--- src/include/otrim_pkg.sv ---
// Constants and types shared by the dual-channel digital offset trim block.
// Assumes a byte-wide register port on the internal clock domain.
package otrim_pkg;

	// Datapath widths.
	localparam int SAMPLE_W = 14;
	localparam int OFFSET_W = 12;
	localparam int AUX_W = 10;
	localparam int ADDR_W = 5;
	localparam int DATA_W = 8;
	localparam int NUM_CHAN = 2;

	// Register offsets on the serial configuration port.
	localparam logic [ADDR_W-1:0] ADDR_CHAN_A_CONFIG_FIRST = 5'h09;
	localparam logic [ADDR_W-1:0] ADDR_CHAN_A_CONFIG_THIRD = 5'h0b;
	localparam logic [ADDR_W-1:0] ADDR_CHAN_B_CONFIG_FIRST = 5'h0c;
	localparam logic [ADDR_W-1:0] ADDR_CHAN_B_CONFIG_THIRD = 5'h0e;
	localparam logic [ADDR_W-1:0] ADDR_AUX_A_LOW = 5'h10;
	localparam logic [ADDR_W-1:0] ADDR_AUX_A_HIGH = 5'h11;
	localparam logic [ADDR_W-1:0] ADDR_AUX_B_LOW = 5'h12;
	localparam logic [ADDR_W-1:0] ADDR_AUX_B_HIGH = 5'h13;
	localparam logic [ADDR_W-1:0] ADDR_CLAMP_STATUS = 5'h14;

	// Field positions: the offset high nibble and the coarse gain share the third register.
	localparam int OFS_HIGH_LSB = 4;
	localparam int GAIN_COARSE_LSB = 0;
	localparam int GAIN_COARSE_W = 4;

	// Values after reset.
	localparam logic [DATA_W-1:0] RST_CONFIG_FIRST = 8'h00;
	localparam logic [DATA_W-1:0] RST_CONFIG_THIRD = 8'h0d;
	localparam logic [AUX_W-1:0] RST_AUX_CODE = 10'h200;
	localparam logic [DATA_W-1:0] RST_RDATA = 8'h00;

	// Full-scale limits of the converter core code, two's complement.
	localparam logic signed [SAMPLE_W-1:0] CODE_MAX = 14'sh1fff;
	localparam logic signed [SAMPLE_W-1:0] CODE_MIN = 14'sh2000;

endpackage

--- src/include/otrim_lane_if.sv ---
// Interface carrying one channel lane between the trim top and its adder.
// Assumes both ends sit on the same internal digital clock.
`timescale 1ns/10ps
`default_nettype none
interface otrim_lane_if;
	import otrim_pkg::*;

	logic [SAMPLE_W-1:0] sample;
	logic sample_valid;
	logic [OFFSET_W-1:0] offset;
	logic [SAMPLE_W-1:0] result;
	logic result_valid;
	logic clamped;

	modport top (output sample, output sample_valid, output offset,
		input result, input result_valid, input clamped);
	modport adder (input sample, input sample_valid, input offset,
		output result, output result_valid, output clamped);
endinterface
`default_nettype wire

--- src/hdl/otrim_top.sv ---
// Dual-channel digital offset trim and auxiliary trim converter code store.
// Assumes the serial configuration port decoder presents byte writes and reads
// on the internal digital clock, and that samples arrive after modulation.
//
// Functional notes
// (RULE_01) Offset is the last digital step; result goes straight to the converter core.
// (RULE_02) Two independent 12-bit settings, channel A and channel B, each own stream.
// (RULE_03) Setting is two's complement; twice its value is added; zero adds nothing.
// (RULE_04) Two auxiliary trim converters, each with its own stored 10-bit code.
// (RULE_05) Auxiliary code is straight binary; 0 complementary, 1023 true, 512 equal.
// (RULE_06) Sums beyond the 14-bit range clamp to the nearest full-scale code.
`timescale 1ns/10ps
`default_nettype none
module otrim_top
	import otrim_pkg::*;
(
	input wire logic REF_CLK_I,
	input wire logic SYS_RST_I,
	input wire logic [ADDR_W-1:0] REG_ADDR_I,
	input wire logic [DATA_W-1:0] REG_WDATA_I,
	input wire logic REG_WR_I,
	input wire logic REG_RD_I,
	output logic [DATA_W-1:0] REG_RDATA_O,
	input wire logic [SAMPLE_W-1:0] SAMPLE_A_I,
	input wire logic [SAMPLE_W-1:0] SAMPLE_B_I,
	input wire logic SAMPLE_VALID_I,
	output logic [SAMPLE_W-1:0] CORE_A_O,
	output logic [SAMPLE_W-1:0] CORE_B_O,
	output logic CORE_VALID_O,
	output logic [AUX_W-1:0] AUX_A_CODE_O,
	output logic [AUX_W-1:0] AUX_B_CODE_O,
	output logic [GAIN_COARSE_W-1:0] GAIN_COARSE_A_O,
	output logic [GAIN_COARSE_W-1:0] GAIN_COARSE_B_O
);

	// Configuration storage.
	logic [DATA_W-1:0] a_first_ff;
	logic [DATA_W-1:0] a_third_ff;
	logic [DATA_W-1:0] b_first_ff;
	logic [DATA_W-1:0] b_third_ff;
	logic [AUX_W-1:0] aux_a_ff;
	logic [AUX_W-1:0] aux_b_ff;
	logic [NUM_CHAN-1:0] clamp_sticky_ff;
	logic [DATA_W-1:0] rdata_ff;
	logic [DATA_W-1:0] nxt_rdata;
	logic [NUM_CHAN-1:0] nxt_clamp_sticky;

	// Per-lane views gathered so the generate loop can index them.
	logic [OFFSET_W-1:0] chan_offset [NUM_CHAN];
	logic [SAMPLE_W-1:0] chan_sample [NUM_CHAN];
	logic [SAMPLE_W-1:0] chan_result [NUM_CHAN];
	logic [NUM_CHAN-1:0] chan_valid;
	logic [NUM_CHAN-1:0] chan_clamped;

	// Each setting is split over a low byte and the high nibble of the third register.
	assign chan_offset[0] = {a_third_ff[OFS_HIGH_LSB +: 4], a_first_ff}; // RULE_02
	assign chan_offset[1] = {b_third_ff[OFS_HIGH_LSB +: 4], b_first_ff}; // RULE_02
	assign chan_sample[0] = SAMPLE_A_I;
	assign chan_sample[1] = SAMPLE_B_I;

	// Channel A configuration writes.
	always_ff @(posedge REF_CLK_I or posedge SYS_RST_I) begin
		if (SYS_RST_I) begin
			a_first_ff <= RST_CONFIG_FIRST;
			a_third_ff <= RST_CONFIG_THIRD;
		end else if (REG_WR_I) begin
			if (REG_ADDR_I == ADDR_CHAN_A_CONFIG_FIRST) begin
				a_first_ff <= REG_WDATA_I;
			end
			if (REG_ADDR_I == ADDR_CHAN_A_CONFIG_THIRD) begin
				a_third_ff <= REG_WDATA_I;
			end
		end
	end

	// Channel B configuration writes, kept apart so a write never touches the other lane.
	always_ff @(posedge REF_CLK_I or posedge SYS_RST_I) begin
		if (SYS_RST_I) begin
			b_first_ff <= RST_CONFIG_FIRST;
			b_third_ff <= RST_CONFIG_THIRD;
		end else if (REG_WR_I) begin
			if (REG_ADDR_I == ADDR_CHAN_B_CONFIG_FIRST) begin
				b_first_ff <= REG_WDATA_I;
			end
			if (REG_ADDR_I == ADDR_CHAN_B_CONFIG_THIRD) begin
				b_third_ff <= REG_WDATA_I;
			end
		end
	end

	// Auxiliary codes are written as a low byte and a two-bit high part.
	// A split write changes the output between the two bytes; software
	// should write the high part last when a glitch matters.
	always_ff @(posedge REF_CLK_I or posedge SYS_RST_I) begin
		if (SYS_RST_I) begin
			aux_a_ff <= RST_AUX_CODE;
			aux_b_ff <= RST_AUX_CODE;
		end else if (REG_WR_I) begin
			unique case (REG_ADDR_I)
				ADDR_AUX_A_LOW: begin
					aux_a_ff[7:0] <= REG_WDATA_I; // RULE_04
				end
				ADDR_AUX_A_HIGH: begin
					aux_a_ff[AUX_W-1:8] <= REG_WDATA_I[1:0]; // RULE_04
				end
				ADDR_AUX_B_LOW: begin
					aux_b_ff[7:0] <= REG_WDATA_I; // RULE_04
				end
				ADDR_AUX_B_HIGH: begin
					aux_b_ff[AUX_W-1:8] <= REG_WDATA_I[1:0]; // RULE_04
				end
				default: begin
				end
			endcase
		end
	end

	// Clamp events are sticky; a write of one clears a bit, but a new event
	// in the same cycle wins so that no clamp goes unseen.
	always_comb begin
		nxt_clamp_sticky = clamp_sticky_ff;
		if (REG_WR_I && (REG_ADDR_I == ADDR_CLAMP_STATUS)) begin
			nxt_clamp_sticky = clamp_sticky_ff & ~REG_WDATA_I[NUM_CHAN-1:0];
		end
		nxt_clamp_sticky = nxt_clamp_sticky | chan_clamped;
	end

	always_ff @(posedge REF_CLK_I or posedge SYS_RST_I) begin
		if (SYS_RST_I) begin
			clamp_sticky_ff <= '0;
		end else begin
			clamp_sticky_ff <= nxt_clamp_sticky;
		end
	end

	// Read multiplexer; unmapped addresses read as zero.
	always_comb begin
		nxt_rdata = RST_RDATA;
		unique case (REG_ADDR_I)
			ADDR_CHAN_A_CONFIG_FIRST: begin
				nxt_rdata = a_first_ff;
			end
			ADDR_CHAN_A_CONFIG_THIRD: begin
				nxt_rdata = a_third_ff;
			end
			ADDR_CHAN_B_CONFIG_FIRST: begin
				nxt_rdata = b_first_ff;
			end
			ADDR_CHAN_B_CONFIG_THIRD: begin
				nxt_rdata = b_third_ff;
			end
			ADDR_AUX_A_LOW: begin
				nxt_rdata = aux_a_ff[7:0];
			end
			ADDR_AUX_A_HIGH: begin
				nxt_rdata = {6'h00, aux_a_ff[AUX_W-1:8]};
			end
			ADDR_AUX_B_LOW: begin
				nxt_rdata = aux_b_ff[7:0];
			end
			ADDR_AUX_B_HIGH: begin
				nxt_rdata = {6'h00, aux_b_ff[AUX_W-1:8]};
			end
			ADDR_CLAMP_STATUS: begin
				nxt_rdata = {6'h00, clamp_sticky_ff};
			end
			default: begin
				nxt_rdata = RST_RDATA;
			end
		endcase
	end

	// Read data is registered so the port sees a clean value one cycle later.
	always_ff @(posedge REF_CLK_I or posedge SYS_RST_I) begin
		if (SYS_RST_I) begin
			rdata_ff <= RST_RDATA;
		end else if (REG_RD_I) begin
			rdata_ff <= nxt_rdata;
		end
	end

	// One adder per channel; each lane sees only its own setting.
	generate
		for (genvar ch = 0; ch < NUM_CHAN; ch++) begin : g_lane
			otrim_lane_if lane ();

			assign lane.sample = chan_sample[ch];
			assign lane.sample_valid = SAMPLE_VALID_I;
			assign lane.offset = chan_offset[ch]; // RULE_02
			assign chan_result[ch] = lane.result;
			assign chan_valid[ch] = lane.result_valid;
			assign chan_clamped[ch] = lane.clamped;

			otrim_adder u_adder (
				.clk_i(REF_CLK_I),
				.rst_i(SYS_RST_I),
				.lane(lane)
			);
		end
	endgenerate

	// The trimmed samples leave with nothing after them but the converter core.
	assign CORE_A_O = chan_result[0]; // RULE_01
	assign CORE_B_O = chan_result[1]; // RULE_01
	assign CORE_VALID_O = &chan_valid; // Both lanes share one valid, so their flags agree.

	// Auxiliary codes go out as plain binary; the analog cell splits its
	// current in proportion, so no encoding is applied here.
	assign AUX_A_CODE_O = aux_a_ff; // RULE_05
	assign AUX_B_CODE_O = aux_b_ff; // RULE_05
	assign GAIN_COARSE_A_O = a_third_ff[GAIN_COARSE_LSB +: GAIN_COARSE_W];
	assign GAIN_COARSE_B_O = b_third_ff[GAIN_COARSE_LSB +: GAIN_COARSE_W];
	assign REG_RDATA_O = rdata_ff;
endmodule
`default_nettype wire

--- src/hdl/otrim_adder.sv ---
// One channel of offset trim: doubles the setting, adds it, clamps to full scale.
// Assumes the setting is stable or changes on a clean sample boundary.
`timescale 1ns/10ps
`default_nettype none
module otrim_adder
	import otrim_pkg::*;
(
	input wire logic clk_i,
	input wire logic rst_i,
	otrim_lane_if.adder lane
);

	logic signed [SAMPLE_W+1:0] nxt_sum;
	logic [SAMPLE_W-1:0] result_ff;
	logic valid_ff;
	logic clamped_ff;

	// Offset doubled by a left shift; both operands sign-extended to keep the carry.
	always_comb begin
		nxt_sum = '0;
		nxt_sum = {{2{lane.sample[SAMPLE_W-1]}}, lane.sample}
			+ {{(SAMPLE_W+1-OFFSET_W){lane.offset[OFFSET_W-1]}}, lane.offset, 1'b0}; // RULE_03
	end

	// Saturate rather than wrap, since a wrapped code swings the output rail to rail.
	always_ff @(posedge clk_i or posedge rst_i) begin
		if (rst_i) begin
			result_ff <= '0;
			clamped_ff <= 1'b0;
		end else if (lane.sample_valid) begin
			if (nxt_sum > $signed({{2{CODE_MAX[SAMPLE_W-1]}}, CODE_MAX})) begin
				result_ff <= CODE_MAX; // RULE_06
				clamped_ff <= 1'b1;
			end else if (nxt_sum < $signed({{2{CODE_MIN[SAMPLE_W-1]}}, CODE_MIN})) begin
				result_ff <= CODE_MIN; // RULE_06
				clamped_ff <= 1'b1;
			end else begin
				result_ff <= nxt_sum[SAMPLE_W-1:0];
				clamped_ff <= 1'b0;
			end
		end else begin
			clamped_ff <= 1'b0;
		end
	end

	// The valid flag follows the sample through the single stage.
	always_ff @(posedge clk_i or posedge rst_i) begin
		if (rst_i) begin
			valid_ff <= 1'b0;
		end else begin
			valid_ff <= lane.sample_valid;
		end
	end

	assign lane.result = result_ff;
	assign lane.result_valid = valid_ff;
	assign lane.clamped = clamped_ff;
endmodule
`default_nettype wire

--- config.mk ---
export PLATFORM = sky130hd
export DESIGN_NAME = otrim_top
export DESIGN_NICKNAME = d
export VERILOG_FILES = /design/src/include/otrim_pkg.sv /design/src/include/otrim_lane_if.sv /design/src/hdl/otrim_top.sv /design/src/hdl/otrim_adder.sv
export SDC_FILE = /design/constraint.sdc
export NUM_CORES = 1
export LEC_CHECK = 0
export ABC_AREA = 1
export BUFFER_PORTS_ARGS = -buffer_cell sky130_fd_sc_hd__buf_4
export CORE_UTILIZATION = 57
export DETAILED_ROUTE_END_ITERATION = 8
export PLACE_DENSITY = 0.81
export SYNTH_ARGS = -nofsm -noshare
export SYNTH_HDL_FRONTEND = slang
export SYNTH_HIERARCHICAL = 1
export SYNTH_SLANG_ARGS = --single-unit
--- constraint.sdc ---
create_clock -name REF_CLK_I -period 2.69 [get_ports REF_CLK_I]
set_input_delay 0.269 -clock REF_CLK_I [delete_from_list [all_inputs] [get_ports REF_CLK_I]]
set_output_delay 0.269 -clock REF_CLK_I [all_outputs]
set_load 0.05 [all_outputs]
==> results.json <==
{
  "arrival_ns": 2.52,
  "power_mw": 5.742,
  "hold-path-cell-count": 3,
  "grt_first_pass_wirelength_mm": 23.82,
  "crit_required_ns": 2.91,
  "skew_ns": 0.01155,
  "synthDistinctLibCells": 35,
  "worstHoldStart": "SAMPLE_B_I[0]",
  "first_iter_violations": 364,
  "die_area_um2": 10970,
  "yosys_warnings": 6,
  "path_clk_slew_ns": 0.09,
  "fin_tns_setup_ns": 0,
  "ys_seq_area_share_pct": 39.26,
  "path_depth": 9,
  "ant_nets": 0,
  "wl_met1_mm": 6.741,
  "final_util_pct": 68.37,
  "path_cells": "ha_1, inv_1, fa_1, o21ai_2, nand2_1, nand4_1, nand2_2, a21oi_4, a21oi_1",
  "postCtsSetupRepairBufs": 0,
  "worstMarginPinSlew_ns": 0.5773,
  "syn_avg_cell_area_um2": 7.704,
  "vias": 5259,
  "reg2reg_to": "g_lane[0].u_adder/lane.result[10]$_DFFE_PP0P_",
  "synthTopCellsByArea": "dfrtp_1 36%, nand2_1 17%, ha_1 5.4%",
  "syn-cell-area_um2": 6017,
  "syn_to_final_growth_pct": 16.78,
  "synth_cells": 781,
  "worstSetupPathType": "register to register",
  "rows": 37,
  "routed_wl_mm": 14.38,
  "layout.nets": 956,
  "crit_fanout": 13,
  "viasPerCell": 5.141,
  "drc_errors": 0,
  "multi_input_area_um2": 3113,
  "grt_pass1_vias": 4867,
  "wl_met3_um": 781,
  "fmax_ghz": 0.4357,
  "p_per_area_nw_per_um2": 817.1,
  "synth_largest_area_cell": "dfrtp_1",
  "cts_buffers": 9,
  "cts_sinks": 94,
  "clockBufferDepth": 2,
  "portBuffers": 110,
  "synth_top_cell_area_share_pct": 35.77,
  "synth.ff_latch_count": 94,
  "r2r_cells": 9,
  "cts_tree": "built",
  "crit_path_max_incr_delay_ns": 0.44,
  "hold_class": "input pin to register",
  "clock_latency_ns": 0.36,
  "grtUsageTotal_pct": 27.35,
  "maxUsedRoutingLayer": "met4",
  "leakage_nw": 3.842,
  "cp_slowest_cell": "a21oi_4",
  "startpoint_type": "register",
  "core_um2": 10280,
  "avgRoutedWirePerCell_um": 14.05,
  "seqCellArea_um2": 2362,
  "die_h_um": 104.7,
  "max-cap-violations": 0,
  "status": "completed",
  "setup_viol": 0,
  "rsz0062_at_grt": "no",
  "grt_max_degree": 63,
  "max-vdd-ir-drop_mv": 0.6508,
  "postSynthNetCount": 855,
  "io_pins": 111,
  "drtPass1Iterations": 5,
  "root_buffer": "clkbuf_8",
  "fillers": 885,
  "slew_violations": 0,
  "layout-drive-gt1-share_pct": 26.38,
  "ff2ff_setup_slack_ns": 0.40,
  "antenna_found_initial": 0,
  "fin_crit_ns": 2.295,
  "overflow": 0,
  "routabilityCongestion": 0.9371,
  "dp_hpwl_mm": 11.18,
  "hold_violations": 0,
  "endpoint_kind": "register",
  "r2r-start": "a_first_ff[0]$_DFFE_PP0P_",
  "hold_path_end": "g_lane[1].u_adder/lane.result[0]$_DFFE_PP0P_",
  "cp_top_family": "compound AO/OA/AOI/OAI gates",
  "wl_met2_mm": 6.618,
  "dieWidth_um": 104.7,
  "diodes": 0,
  "initial_core_util_pct": 58.55,
  "htree_levels": 3,
  "critPathBufInv": 1,
  "post-route-period-util_pct": 85.31,
  "relSlewSlack_pct": 61.47
}
## power breakdown
group / internal [mW] / switching, mW
clock network: 0.387 / 0.496
logic: 0.899 / 1.95
registers: 1.76 / 0.247
## worst min-delay path, stage by stage
cell	delay [ns]
buf_4	0.11
nand2_1	0.05
a21oi_1	0.06
## worst max-delay path by stage
| stage | from | to | slack [ns] |
|---|---|---|---|
| final | a_first_ff[0]$_DFFE_PP0P_ | g_lane[0].u_adder/lane.result[10]$_DFFE_PP0P_ | 0.40 |
| after global routing | b_first_ff[0]$_DFFE_PP0P_ | g_lane[1].u_adder/lane.result[1]$_DFFE_PP0P_ | 0.23 |
| after CTS | a_first_ff[0]$_DFFE_PP0P_ | g_lane[0].u_adder/lane.result[10]$_DFFE_PP0P_ | 0.38 |
| after detailed placement | a_first_ff[0]$_DFFE_PP0P_ | g_lane[0].u_adder/lane.result[10]$_DFFE_PP0P_ | 0.39 |
| after global placement | a_first_ff[0]$_DFFE_PP0P_ | g_lane[0].u_adder/lane.result[12]$_DFFE_PP0P_ | 0.51 |
| after floorplan | a_first_ff[0]$_DFFE_PP0P_ | g_lane[0].u_adder/lane.result[9]$_DFFE_PP0P_ | 0.75 |
## layout by cell type (no fill, tap or decap), types with 2 or more instances in the layout
master,synthesis,layout
nor2_4,3,3
buf_4,9,110
o21ai_2,34,34
inv_2,7,8
dfstp_2,8,8
o21ai_1,16,16
nor3_2,2,2
clkinv_1,2,2
nor2_1,67,67
o21bai_1,3,3
ha_1,26,26
nand2_1,276,276
a21oi_2,13,13
nand4_1,9,9
inv_1,82,81
nor2_8,2,2
nand3_1,28,28
o21ai_0,9,9
nand3_4,2,2
nand2_4,5,5
clkbuf_8,0,11
and2_1,2,2
a21oi_1,29,29
xnor2_1,2,2
dfrtp_1,86,86
nand3_2,2,2
clkinv_2,0,3
nand2_2,23,23
fa_1,2,2
nor2_2,2,2
xor2_1,12,12
a21oi_4,3,3
## synthesized netlist by cell type, drive strengths merged
| cell type | number |
|---|---|
| and2 | 2 |
| nor2 | 74 |
| xor2 | 12 |
| inv | 89 |
| or2 | 1 |
| ha | 26 |
| buf | 19 |
| nand2 | 304 |
| nor3b | 1 |
| a21oi | 45 |
| dfstp | 8 |
| dfrtp | 86 |
| nor3 | 2 |
| fa | 2 |
| o21bai | 3 |
| o21ai | 59 |
| xnor2 | 2 |
| nand3 | 32 |
| nand4 | 9 |
| clkinv | 2 |
| clkbuf | 3 |
## sequential cells by signal, indices dropped and copies added (netlist names)
register                          count
g_lane.u_adder/lane.result_valid      2
g_lane.u_adder/lane.result           28
a_third_ff                            8
clamp_sticky_ff                       2
AUX_B_CODE_O                         10
REG_RDATA_O                           8
g_lane.u_adder/lane.clamped           2
AUX_A_CODE_O                         10
b_first_ff                            8
b_third_ff                            8
a_first_ff                            8
## metal layers
metal,vias to the layer above,global-route usage (%)
li1,2659,-
met1,2429,38.96
met2,154,43.24
met3,17,4.803
met4,0,7.042
met5,-,0
## logic make-up (layout without fill, tap and decap cells)
group | count (synthesis) | count (layout) | synth area share (%)
simple gates | 425 | 425 | 31.11
fa+ha+maj | 28 | 28 | 6.072
buf+inv | 113 | 219 | 9.004
xor+xnor | 14 | 14 | 2.038
compound gates | 107 | 107 | 12.52
flops | 94 | 94 | 39.26
## through the flow
stage | hold WS [ns] | worst slack [ns] | area (um^2) | cells
global placement | 0.3692 | 0.5133 | 6833 | 1006
CTS | 0.1497 | 0.3808 | 7027 | 1023
detailed placement | 0.3811 | 0.3926 | 6833 | 1006
finish | 0.1568 | 0.3950 | 7027 | 1023
global route | 0.1537 | 0.2312 | 7027 | 1023
floorplan | 0.1827 | 0.7498 | 6017 | 781
## timing repair
action | 4_1_cts | 5_1_grt
endpoints found under the hold margin | 33 | 0
gates resized for setup | 0 | 0
hold buffers | 1 | 0
## area by class of cell
type / instances / area share (%)
Inverter: 91 / 4.861
Timing Repair Buffer: 112 / 12.18
Clock buffer: 11 / 2.155
Tap cell: 136 / 2.422
Multi-Input combinational cell: 574 / 44.30
Sequential cell: 94 / 33.62
Clock inverter: 5 / 0.4630
(Power assumes the default switching activity.)
